$ cat src/mpsni_pkg.sv
// Constants, types and coding tables for the MII PHY-side nibble interface
package mpsni_pkg;

  // ----------------------------------------------------------------
  // Clock rates and divider counts
  // ----------------------------------------------------------------
  localparam int CLK_HZ      = 40_000_000;
  localparam int MII_100_HZ  = 25_000_000;
  localparam int MII_10_HZ   = 2_500_000;
  // Longest half period, rounded down, never below one cycle
  localparam int HALF_100_RAW = CLK_HZ / (2 * MII_100_HZ);
  localparam int HALF_10_RAW  = CLK_HZ / (2 * MII_10_HZ);
  localparam logic [3:0] HALF_100 = (HALF_100_RAW < 1) ? 4'h1 : 4'(HALF_100_RAW);
  localparam logic [3:0] HALF_10  = (HALF_10_RAW < 1) ? 4'h1 : 4'(HALF_10_RAW);

  // ----------------------------------------------------------------
  // Code groups
  // ----------------------------------------------------------------
  localparam logic [4:0] SYM_IDLE = 5'h1f;
  localparam logic [4:0] SYM_J    = 5'h18;
  localparam logic [4:0] SYM_K    = 5'h11;
  localparam logic [4:0] SYM_T    = 5'h0d;
  localparam logic [4:0] SYM_R    = 5'h07;
  localparam logic [4:0] SYM_HALT = 5'h04;
  localparam logic [3:0] NIB_FALSE_CARRIER = 4'he;
  localparam logic [5:0] RX_ENTRY_IDLE     = 6'h00;
  localparam logic [1:0] RX_BUF_DEPTH      = 2'h2;

  // Width of the synchronised pin vector
  localparam int IN_W = 21;

  typedef enum logic [1:0] {RX_IDLE, RX_GOT_J, RX_FRAME, RX_GOT_T} mpsni_rx_state_t;
  typedef enum logic [1:0] {TX_IDLE, TX_K, TX_DATA, TX_R} mpsni_tx_state_t;

  typedef struct packed {
    logic [IN_W-1:0]  in_s1;
    logic [IN_W-1:0]  in_s2;
    logic             sclk_s3;
    mpsni_rx_state_t  rx_state;
    logic [1:0][5:0]  buf_q;
    logic [1:0]       buf_cnt;
    logic             buf_wp;
    logic             buf_rp;
    logic             sym_ready;
    logic [3:0]       rx_div;
    logic             rx_clk;
    logic [3:0]       rxd;
    logic             rx_dv;
    logic             rx_er;
    logic             rx_oe_n;
    logic [3:0]       tx_div;
    logic             tx_clk;
    logic             tick_d1;
    logic             tick_d2;
    mpsni_tx_state_t  tx_state;
    logic [4:0]       tx_sym;
    logic             tx_sym_valid;
    logic             tx_active;
  } mpsni_state_t;

  localparam mpsni_state_t STATE_RESET = '{
    rx_state: RX_IDLE, tx_state: TX_IDLE, tx_sym: SYM_IDLE, rx_oe_n: 1'b1,
    default: '0};

  // ----------------------------------------------------------------
  // 4B/5B coding
  // ----------------------------------------------------------------
  function automatic logic [4:0] mpsni_enc(input logic [3:0] nib);
    logic [4:0] s;
    unique case (nib)
      4'h0: s = 5'h1e;
      4'h1: s = 5'h09;
      4'h2: s = 5'h14;
      4'h3: s = 5'h15;
      4'h4: s = 5'h0a;
      4'h5: s = 5'h0b;
      4'h6: s = 5'h0e;
      4'h7: s = 5'h0f;
      4'h8: s = 5'h12;
      4'h9: s = 5'h13;
      4'ha: s = 5'h16;
      4'hb: s = 5'h17;
      4'hc: s = 5'h1a;
      4'hd: s = 5'h1b;
      4'he: s = 5'h1c;
      4'hf: s = 5'h1d;
    endcase
    return s;
  endfunction

  // Returns {invalid, nibble}
  function automatic logic [4:0] mpsni_dec(input logic [4:0] sym);
    logic [4:0] r;
    r = 5'h10;
    for (int i = 0; i < 16; i++)
    begin
      if (mpsni_enc(4'(i)) == sym)
      begin
        r = {1'b0, 4'(i)};
      end
    end
    return r;
  endfunction

endpackage

$ cat src/mpsni_top.sv
// PHY-side MII nibble interface: receive delimiting, clocks and transmit coding
// How it works
// RL1: Data valid rises only after J/K found
// RL2: Data valid drops on T/R or error
// RL3: Data valid changes only with receive clock
// RL4: Coding errors in frame raise receive error; the code raises it at 100M only
// RL5: False carrier raises receive error at 100M
// RL6: Receive error changes only with receive clock
// RL7: Float request high releases receive outputs
// RL8: Address zero acts as float request
// RL9: Transmit clock 2.5 or 25 MHz by speed; at 100M the code gives 20 MHz from the 40 MHz clock
// RL10: Transmit nibble bit zero is least significant
// RL11: Nibbles sampled on transmit clock rises
// RL12: MAC enables transmit only with valid nibbles
// RL13: Transmission starts with first enabled sample
// RL14: Dropping enable ends the transmission
// RL15: Transmit error ignored at 10M
// RL16: Transmit error at 100M sends invalid symbols
// RL17: Errored nibble becomes HALT code
// RL18: Test bit selects translation table symbols
// RL19: Receive clock 2.5 or 25 MHz by speed; at 100M the code gives 20 MHz from the 40 MHz clock
// RL20: Receive nibbles driven on receive clock rises
// RL21: Translation table is a module parameter
// RL22: Otherwise standard 4B/5B encoding applies
`timescale 1ns/1ps

module mpsni_top
  import mpsni_pkg::*;
#(
  parameter logic [15:0][4:0] INV_TABLE = {16{5'h00}}
)(
  input  wire logic       clk_i,
  input  wire logic       reset_i,
  input  wire logic       rx_sym_clk_i,
  input  wire logic [4:0] rx_sym_i,
  input  wire logic       rx_sym_err_i,
  output logic            rx_sym_ready_o,
  input  wire logic       rx_outputs_float_request_i,
  input  wire logic [4:0] phy_addr_i,
  input  wire logic       speed_100_i,
  input  wire logic       inv_code_test_i,
  output logic            rx_clk_o,
  output logic [3:0]      rxd_o,
  output logic            rx_dv_o,
  output logic            rx_er_o,
  output logic            rx_oe_n_o,
  output logic            tx_clk_o,
  input  wire logic       tx_en_i,
  input  wire logic [3:0] txd_i,
  input  wire logic       tx_er_i,
  output logic [4:0]      tx_sym_o,
  output logic            tx_sym_valid_o,
  output logic            tx_active_o
);

  // ----------------------------------------------------------------
  // State
  // ----------------------------------------------------------------
  mpsni_state_t st_r;
  mpsni_state_t st_nxt;

  // Synchronised pin values, all taken from the second stage
  logic       sclk;
  logic [4:0] sym;
  logic       serr;
  logic       flt;
  logic       spd;
  logic       test;
  logic [4:0] addr;
  logic       ten;
  logic [3:0] txd;
  logic       ter;

  assign {sclk, sym, serr, flt, spd, test, addr, ten, txd, ter} = st_r.in_s2;

  // Half-period divider shared by both MII clocks; returns {clk, count}
  function automatic logic [4:0] div_step(input logic [3:0] cnt, input logic clk,
                                          input logic fast);
    logic [3:0] half;
    half = fast ? HALF_100 : HALF_10;
    if (cnt + 4'h1 >= half)
    begin
      return {~clk, 4'h0};
    end
    return {clk, 4'(cnt + 4'h1)};
  endfunction

  always_comb
  begin
    logic [4:0] dv;
    logic [4:0] dec;
    logic       sym_edge;
    logic       push;
    logic       pop;
    logic       rx_rise;
    logic [5:0] entry;
    logic [3:0] nib;
    st_nxt   = st_r;
    dv       = '0;
    dec      = '0;
    push     = 1'b0;
    pop      = 1'b0;
    entry    = RX_ENTRY_IDLE;
    nib      = '0;
    sym_edge = 1'b0;
    rx_rise  = 1'b0;

    // ----------------------------------------------------------------
    // Pin synchronisers
    // ----------------------------------------------------------------
    st_nxt.in_s1   = {rx_sym_clk_i, rx_sym_i, rx_sym_err_i, rx_outputs_float_request_i,
                      speed_100_i, inv_code_test_i, phy_addr_i, tx_en_i, txd_i, tx_er_i};
    st_nxt.in_s2   = st_r.in_s1;
    st_nxt.sclk_s3 = sclk;
    sym_edge       = sclk & ~st_r.sclk_s3;

    // ----------------------------------------------------------------
    // MII clocks
    // ----------------------------------------------------------------
    dv = div_step(st_r.rx_div, st_r.rx_clk, spd);  // RL19
    st_nxt.rx_clk = dv[4];
    st_nxt.rx_div = dv[3:0];
    rx_rise = dv[4] & ~st_r.rx_clk;
    dv = div_step(st_r.tx_div, st_r.tx_clk, spd);  // RL9
    st_nxt.tx_clk  = dv[4];
    st_nxt.tx_div  = dv[3:0];
    // Delay the rise by the depth of the pin synchronisers
    st_nxt.tick_d1 = dv[4] & ~st_r.tx_clk;
    st_nxt.tick_d2 = st_r.tick_d1;

    // ----------------------------------------------------------------
    // Receive symbol decoding
    // ----------------------------------------------------------------
    // A symbol offered while the buffer is full is refused via the ready port
    if (sym_edge && st_r.sym_ready)
    begin
      push = 1'b1;
      dec  = mpsni_dec(sym);
      unique case (st_r.rx_state)
        RX_IDLE:
        begin
          if (sym == SYM_J)
          begin
            st_nxt.rx_state = RX_GOT_J;
          end
          else if (sym != SYM_IDLE)
          begin
            entry = {1'b0, spd, NIB_FALSE_CARRIER};  // RL5
          end
        end
        RX_GOT_J:
        begin
          if (sym == SYM_K)
          begin
            st_nxt.rx_state = RX_FRAME;  // RL1
          end
          else
          begin
            entry           = {1'b0, spd, NIB_FALSE_CARRIER};  // RL5
            st_nxt.rx_state = RX_IDLE;
          end
        end
        RX_FRAME:
        begin
          if (serr)
          begin
            st_nxt.rx_state = RX_IDLE;  // RL2
          end
          else if (sym == SYM_T)
          begin
            st_nxt.rx_state = RX_GOT_T;  // RL2
          end
          else
          begin
            entry = {1'b1, spd & dec[4], dec[3:0]};  // RL4
          end
        end
        RX_GOT_T:
        begin
          st_nxt.rx_state = RX_IDLE;
        end
      endcase
    end

    // ----------------------------------------------------------------
    // Two-entry buffer toward the MAC
    // ----------------------------------------------------------------
    // The MAC side drains only on receive clock rises, so at 10M it fills
    pop = rx_rise && (st_r.buf_cnt != 2'h0);
    if (rx_rise)
    begin
      st_nxt.rxd   = pop ? st_r.buf_q[st_r.buf_rp][3:0] : 4'h0;  // RL20
      st_nxt.rx_dv = pop ? st_r.buf_q[st_r.buf_rp][5] : 1'b0;  // RL3
      st_nxt.rx_er = pop ? st_r.buf_q[st_r.buf_rp][4] : 1'b0;  // RL6
    end
    if (pop)
    begin
      st_nxt.buf_rp = ~st_r.buf_rp;
    end
    if (push)
    begin
      st_nxt.buf_q[st_r.buf_wp] = entry;
      st_nxt.buf_wp             = ~st_r.buf_wp;
    end
    st_nxt.buf_cnt   = 2'(st_r.buf_cnt + {1'b0, push} - {1'b0, pop});
    st_nxt.sym_ready = st_nxt.buf_cnt != RX_BUF_DEPTH;
    st_nxt.rx_oe_n   = flt | (addr == 5'h00);  // RL7 RL8

    // ----------------------------------------------------------------
    // Transmit coding
    // ----------------------------------------------------------------
    st_nxt.tx_sym_valid = st_r.tick_d2;
    if (st_r.tick_d2)  // RL11
    begin
      nib = txd;  // RL10
      unique case (st_r.tx_state)
        TX_IDLE:
        begin
          st_nxt.tx_sym    = ten ? SYM_J : SYM_IDLE;  // RL13
          st_nxt.tx_active = ten;
          st_nxt.tx_state  = ten ? TX_K : TX_IDLE;
        end
        TX_K:
        begin
          st_nxt.tx_sym   = ten ? SYM_K : SYM_T;
          st_nxt.tx_state = ten ? TX_DATA : TX_R;
        end
        TX_DATA:
        begin
          if (!ten)
          begin
            st_nxt.tx_sym   = SYM_T;  // RL14
            st_nxt.tx_state = TX_R;
          end
          else if (test)
          begin
            st_nxt.tx_sym = INV_TABLE[nib];  // RL18 RL21
          end
          else if (ter && spd)  // RL15
          begin
            st_nxt.tx_sym = SYM_HALT;  // RL16 RL17
          end
          else
          begin
            st_nxt.tx_sym = mpsni_enc(nib);  // RL22
          end
        end
        TX_R:
        begin
          st_nxt.tx_sym    = SYM_R;  // RL14
          st_nxt.tx_active = 1'b0;
          st_nxt.tx_state  = TX_IDLE;
        end
      endcase
    end
  end

  always_ff @(posedge clk_i)
  begin
    if (reset_i)
    begin
      st_r <= STATE_RESET;
    end
    else
    begin
      st_r <= st_nxt;
    end
  end

  // ----------------------------------------------------------------
  // Outputs
  // ----------------------------------------------------------------
  assign rx_sym_ready_o = st_r.sym_ready;
  assign rx_clk_o       = st_r.rx_clk;
  assign rxd_o          = st_r.rxd;
  assign rx_dv_o        = st_r.rx_dv;
  assign rx_er_o        = st_r.rx_er;
  assign rx_oe_n_o      = st_r.rx_oe_n;
  assign tx_clk_o       = st_r.tx_clk;
  assign tx_sym_o       = st_r.tx_sym;
  assign tx_sym_valid_o = st_r.tx_sym_valid;
  assign tx_active_o    = st_r.tx_active;
endmodule

$ cat config.mk
export PLATFORM = sky130hd
export DESIGN_NAME = mpsni_top
export DESIGN_NICKNAME = d
export VERILOG_FILES = /design/src/mpsni_pkg.sv /design/src/mpsni_top.sv
export SDC_FILE = /design/constraint.sdc
export NUM_CORES = 1
export LEC_CHECK = 0
export BUFFER_PORTS_ARGS = -buffer_cell sky130_fd_sc_hd__buf_2
export CORE_MARGIN = 3
export CORE_UTILIZATION = 55
export DETAILED_ROUTE_END_ITERATION = 12
export PLACE_DENSITY = 0.8
export SLEW_MARGIN = 20
export SYNTH_ARGS = -nofsm -noshare
export SYNTH_HDL_FRONTEND = slang
export SYNTH_SLANG_ARGS = --single-unit
$ cat constraint.sdc
create_clock -name clk_i -period 5.7 [get_ports clk_i]
set_input_delay 0.57 -clock clk_i [delete_from_list [all_inputs] [get_ports clk_i]]
set_output_delay 0.57 -clock clk_i [all_outputs]
set_load 0.02 [all_outputs]
==> results.txt <==
Crit Path Category -> flip-flop to flip-flop
Core area -> 0.00610 mm2
Hold crit path type -> input port to flip-flop
Mapped Area -> 0.00356 mm2
Synth Net Count -> 404
Largest net degree at the start of global routing -> 88
Multi-input logic area -> 0.00151 mm2
Post-CTS Resized -> 0
Vias in the first global route -> 2,292
Cell family with most CP delay -> adder cells
Most common flop cell mapped by yosys -> dfxtp_1
CTS Hold Buffers Added -> 0
Critical Path Source Type -> flip-flop
1st-pass router iterations -> 5
First-pass GRT wire length -> 9.87 mm
Post-synth EDFFs -> 0
IR drop worst, VDD -> 0.241 mV
Layout Cells excl Fill -> 474
Drc violations -> 0
Max_slew headroom -> 45.8%
Period Utilization, post-route -> 51.0%
Die height -> 86.5 um
Flop-to-flop setup slack -> 2790 ps
DR vias -> 2,458
Clock Latency Late Sink -> 360 ps
Unrepaired setup endpoints after global routing -> false
Tmin final -> 2910 ps
GRT Overall Usage -> 16.8%
Yosys warns -> 0
Cell Area, Placed -> 0.00369 mm2
Final hold vios -> 0
Leak Pwr -> 1.61 nW
Filler Cells Inserted -> 495
WL/cell -> 12.2 um
H-tree Lvls -> 3
Nets -> 431
Area grow syn2layout -> 10.0%
Setup TNS -> 0 ps
Die area -> 0.00748 mm2
Sink Count -> 91
Root buf cell -> clkbuf_8
Tightest hold margin -> 412 ps
ANT cells -> 0
Total Wirelength -> 5.80 mm
Reg area -> 0.00182 mm2
Row cnt -> 28
Pwr/cell area -> 312 mW/mm2
Pins Over Slew Limit -> 0
CTS tree -> yes
Endpoint type of the worst setup path -> flip-flop
Final core occ -> 64.3%
CP Cell Sequence -> ha_1 -> nor2_1 -> nand3_1 -> a21o_1 -> ha_1 -> o21ai_1 -> inv_1 -> ha_1 -> inv_1 -> ha_1 -> xor2_1 -> xnor2_1 -> nor2_1 -> nor2_1
CP Max Fanout -> 8
Antenna violations before repair -> 0
Detailed Place HPWL -> 3.97 mm
Share of layout cells above drive strength 1 -> 16.3%
Clock Path Buffers -> 2
Post-synth ARST share -> 0%
Req. time, crit path -> 5920 ps
Starting DRC count in detailed routing -> 101
Post-route ant nets -> 0
Final setup viols -> 0
Post-Route Skew -> 7.50 ps
FMAX -> 344 MHz
Dpl cells -> 458
Synth Register Bits -> 91
Critical Path AT -> 3130 ps
Final global-route overflow total -> 0
Syn avg cell area -> 9.71 um2
Most frequent cell on the critical path -> ha_1
Bufs and invs on worst path -> 2
Syn Inst Count -> 367
Slew @ Worst Pin -> 814 ps
Gpl congestion -> 0.830
Initial Util -> 58.5%
CP max stage delay -> 510 ps
Post CTS Setup Buffer Count -> 0
Count of input and output buffers -> 39
Slowest stage cell, crit path -> dfxtp_1
Post-synthesis cell type count -> 51
Io pins -> 40
Max-cap violations -> 0
Clk slew on worst S/H paths -> 90 ps
Run status -> completed
CTS Buf Count -> 9
Vias/cell -> 5.19
Final instance area -> 0.00392 mm2
Die width -> 86.5 um
Seq/Total Area, Yosys -> 51.1%
==> Yosys cell counts, drive strengths merged (2+ instances only) <==
master   instances  share of area [%]
a211o            3               0.74
a211oi           7                1.5
a21o             3               0.63
a21oi           21                2.9
a311oi           2               0.49
a32oi            3               0.74
and3b            2               0.53
buf             14                3.6
clkbuf          10                1.1
dfxtp           91                 51
ha              14                4.9
inv             18                1.9
mux2i            7                2.0
nand2            8               0.84
nand2b           2               0.35
nand3            7               0.98
nand3b           2               0.42
nor2            50                5.3
nor2b           46                8.1
nor3             4               0.56
nor3b            2               0.56
o2111ai          2               0.49
o21ai           15                2.1
o31ai            3               0.77
o32ai            2               0.49
or2              2               0.35
or3              2               0.49
or4b             2               0.56
xnor2            8                2.0
xor2             2               0.49
==> worst register-to-register path: cells and delay by family, from the launching register on <==
kind	cells	cell delay, ps
buf+inv	2	150
fa+ha+maj	4	950
simple gates	4	340
flops	1	510
compound gates	2	510
xor+xnor	2	300
==> layout by cell type, fill, tap and decap left out, types with 2 or more instances in the layout <==
cell type,n
o31ai_1,2
xor2_1,2
buf_2,39
bufinv_16,2
nor3_1,4
nand3_1,7
dfxtp_1,91
o21ai_0,14
xnor2_1,8
clkbuf_8,10
or4b_1,2
a211oi_1,7
a311oi_1,2
nand2b_1,2
a21oi_1,21
a211o_1,3
nor2b_1,46
mux2i_1,7
inv_1,18
nand2_1,8
or2_2,2
a21o_1,3
o32ai_1,2
a32oi_1,3
nor2_1,49
ha_1,14
o2111ai_1,2
clkinvlp_4,2
nand3b_1,2
==> layout make-up <==
| cell class | instances | share of cell area (%) |
|---|---|---|
| clock buffers | 10 | 3.51 |
| clock inverters | 6 | 2.27 |
| inverters | 18 | 1.72 |
| multi-input cells | 234 | 38.5 |
| flip-flops and latches | 91 | 46.5 |
| well taps | 75 | 2.39 |
| repair buffers | 40 | 5.17 |
==> state kept, by name (all words and copies together), names as in the netlist, named ones only <==
register / count
flt: 1
sclk: 1
rx_sym_ready_o: 1
tx_sym_valid_o: 1
rxd_o: 4
rx_dv_o: 1
tx_active_o: 1
serr: 1
rx_er_o: 1
st_r: 37
rx_clk_o: 1
tx_clk_o: 1
addr: 5
rx_oe_n_o: 1
tx_sym_o: 5
spd: 1
st_nxt: 23
==> metal layers <==
metal | global-route usage (%) | up-vias | wire (um)
li1 | - | 1277 | -
met1 | 20.1 | 1113 | 2710
met2 | 26.9 | 57 | 2610
met3 | 5.80 | 11 | 341
met4 | 8.22 | 0 | 144
met5 | 0 | - | 0
==> path summary, 6_finish.rpt <==
| path | from | end | cells after the start |
|---|---|---|---|
| min reg2reg | st_nxt[57] | addr[3] | 1 |
| max reg2reg | spd | rx_sym_ready_o | 14 |
| min | phy_addr_i[2] | st_nxt[56] | 2 |
| max | spd | rx_sym_ready_o | 14 |
==> cells by family (layout without fill, tap and decap cells) <==
| kind of cell | count (synthesis) | after routing | share of synthesized area [%] |
|---|---|---|---|
| simple gates | 134 | 134 | 20.2 |
| flops | 91 | 91 | 51.1 |
| compound gates | 68 | 68 | 12.5 |
| buf+inv | 42 | 74 | 6.53 |
| fa+ha+maj | 14 | 14 | 4.92 |
| xor+xnor | 10 | 10 | 2.46 |
| mux | 8 | 8 | 2.28 |
==> metrics by stage <==
step	power, mW	setup slack, ps
after floorplan	0.740	3180
after global placement	0.754	2980
after detailed placement	0.758	2840
after CTS	1.23	2810
after global routing	1.27	2490
final	1.22	2790
==> power by group <==
group / total (mW) / internal [mW] / switching [mW]
clock: 0.480 / 0.259 / 0.222
combinational: 0.0686 / 0.0324 / 0.0361
sequential: 0.674 / 0.659 / 0.0149
total: 1.22 / 0.950 / 0.273
Power figures use the tool's default switching activity.
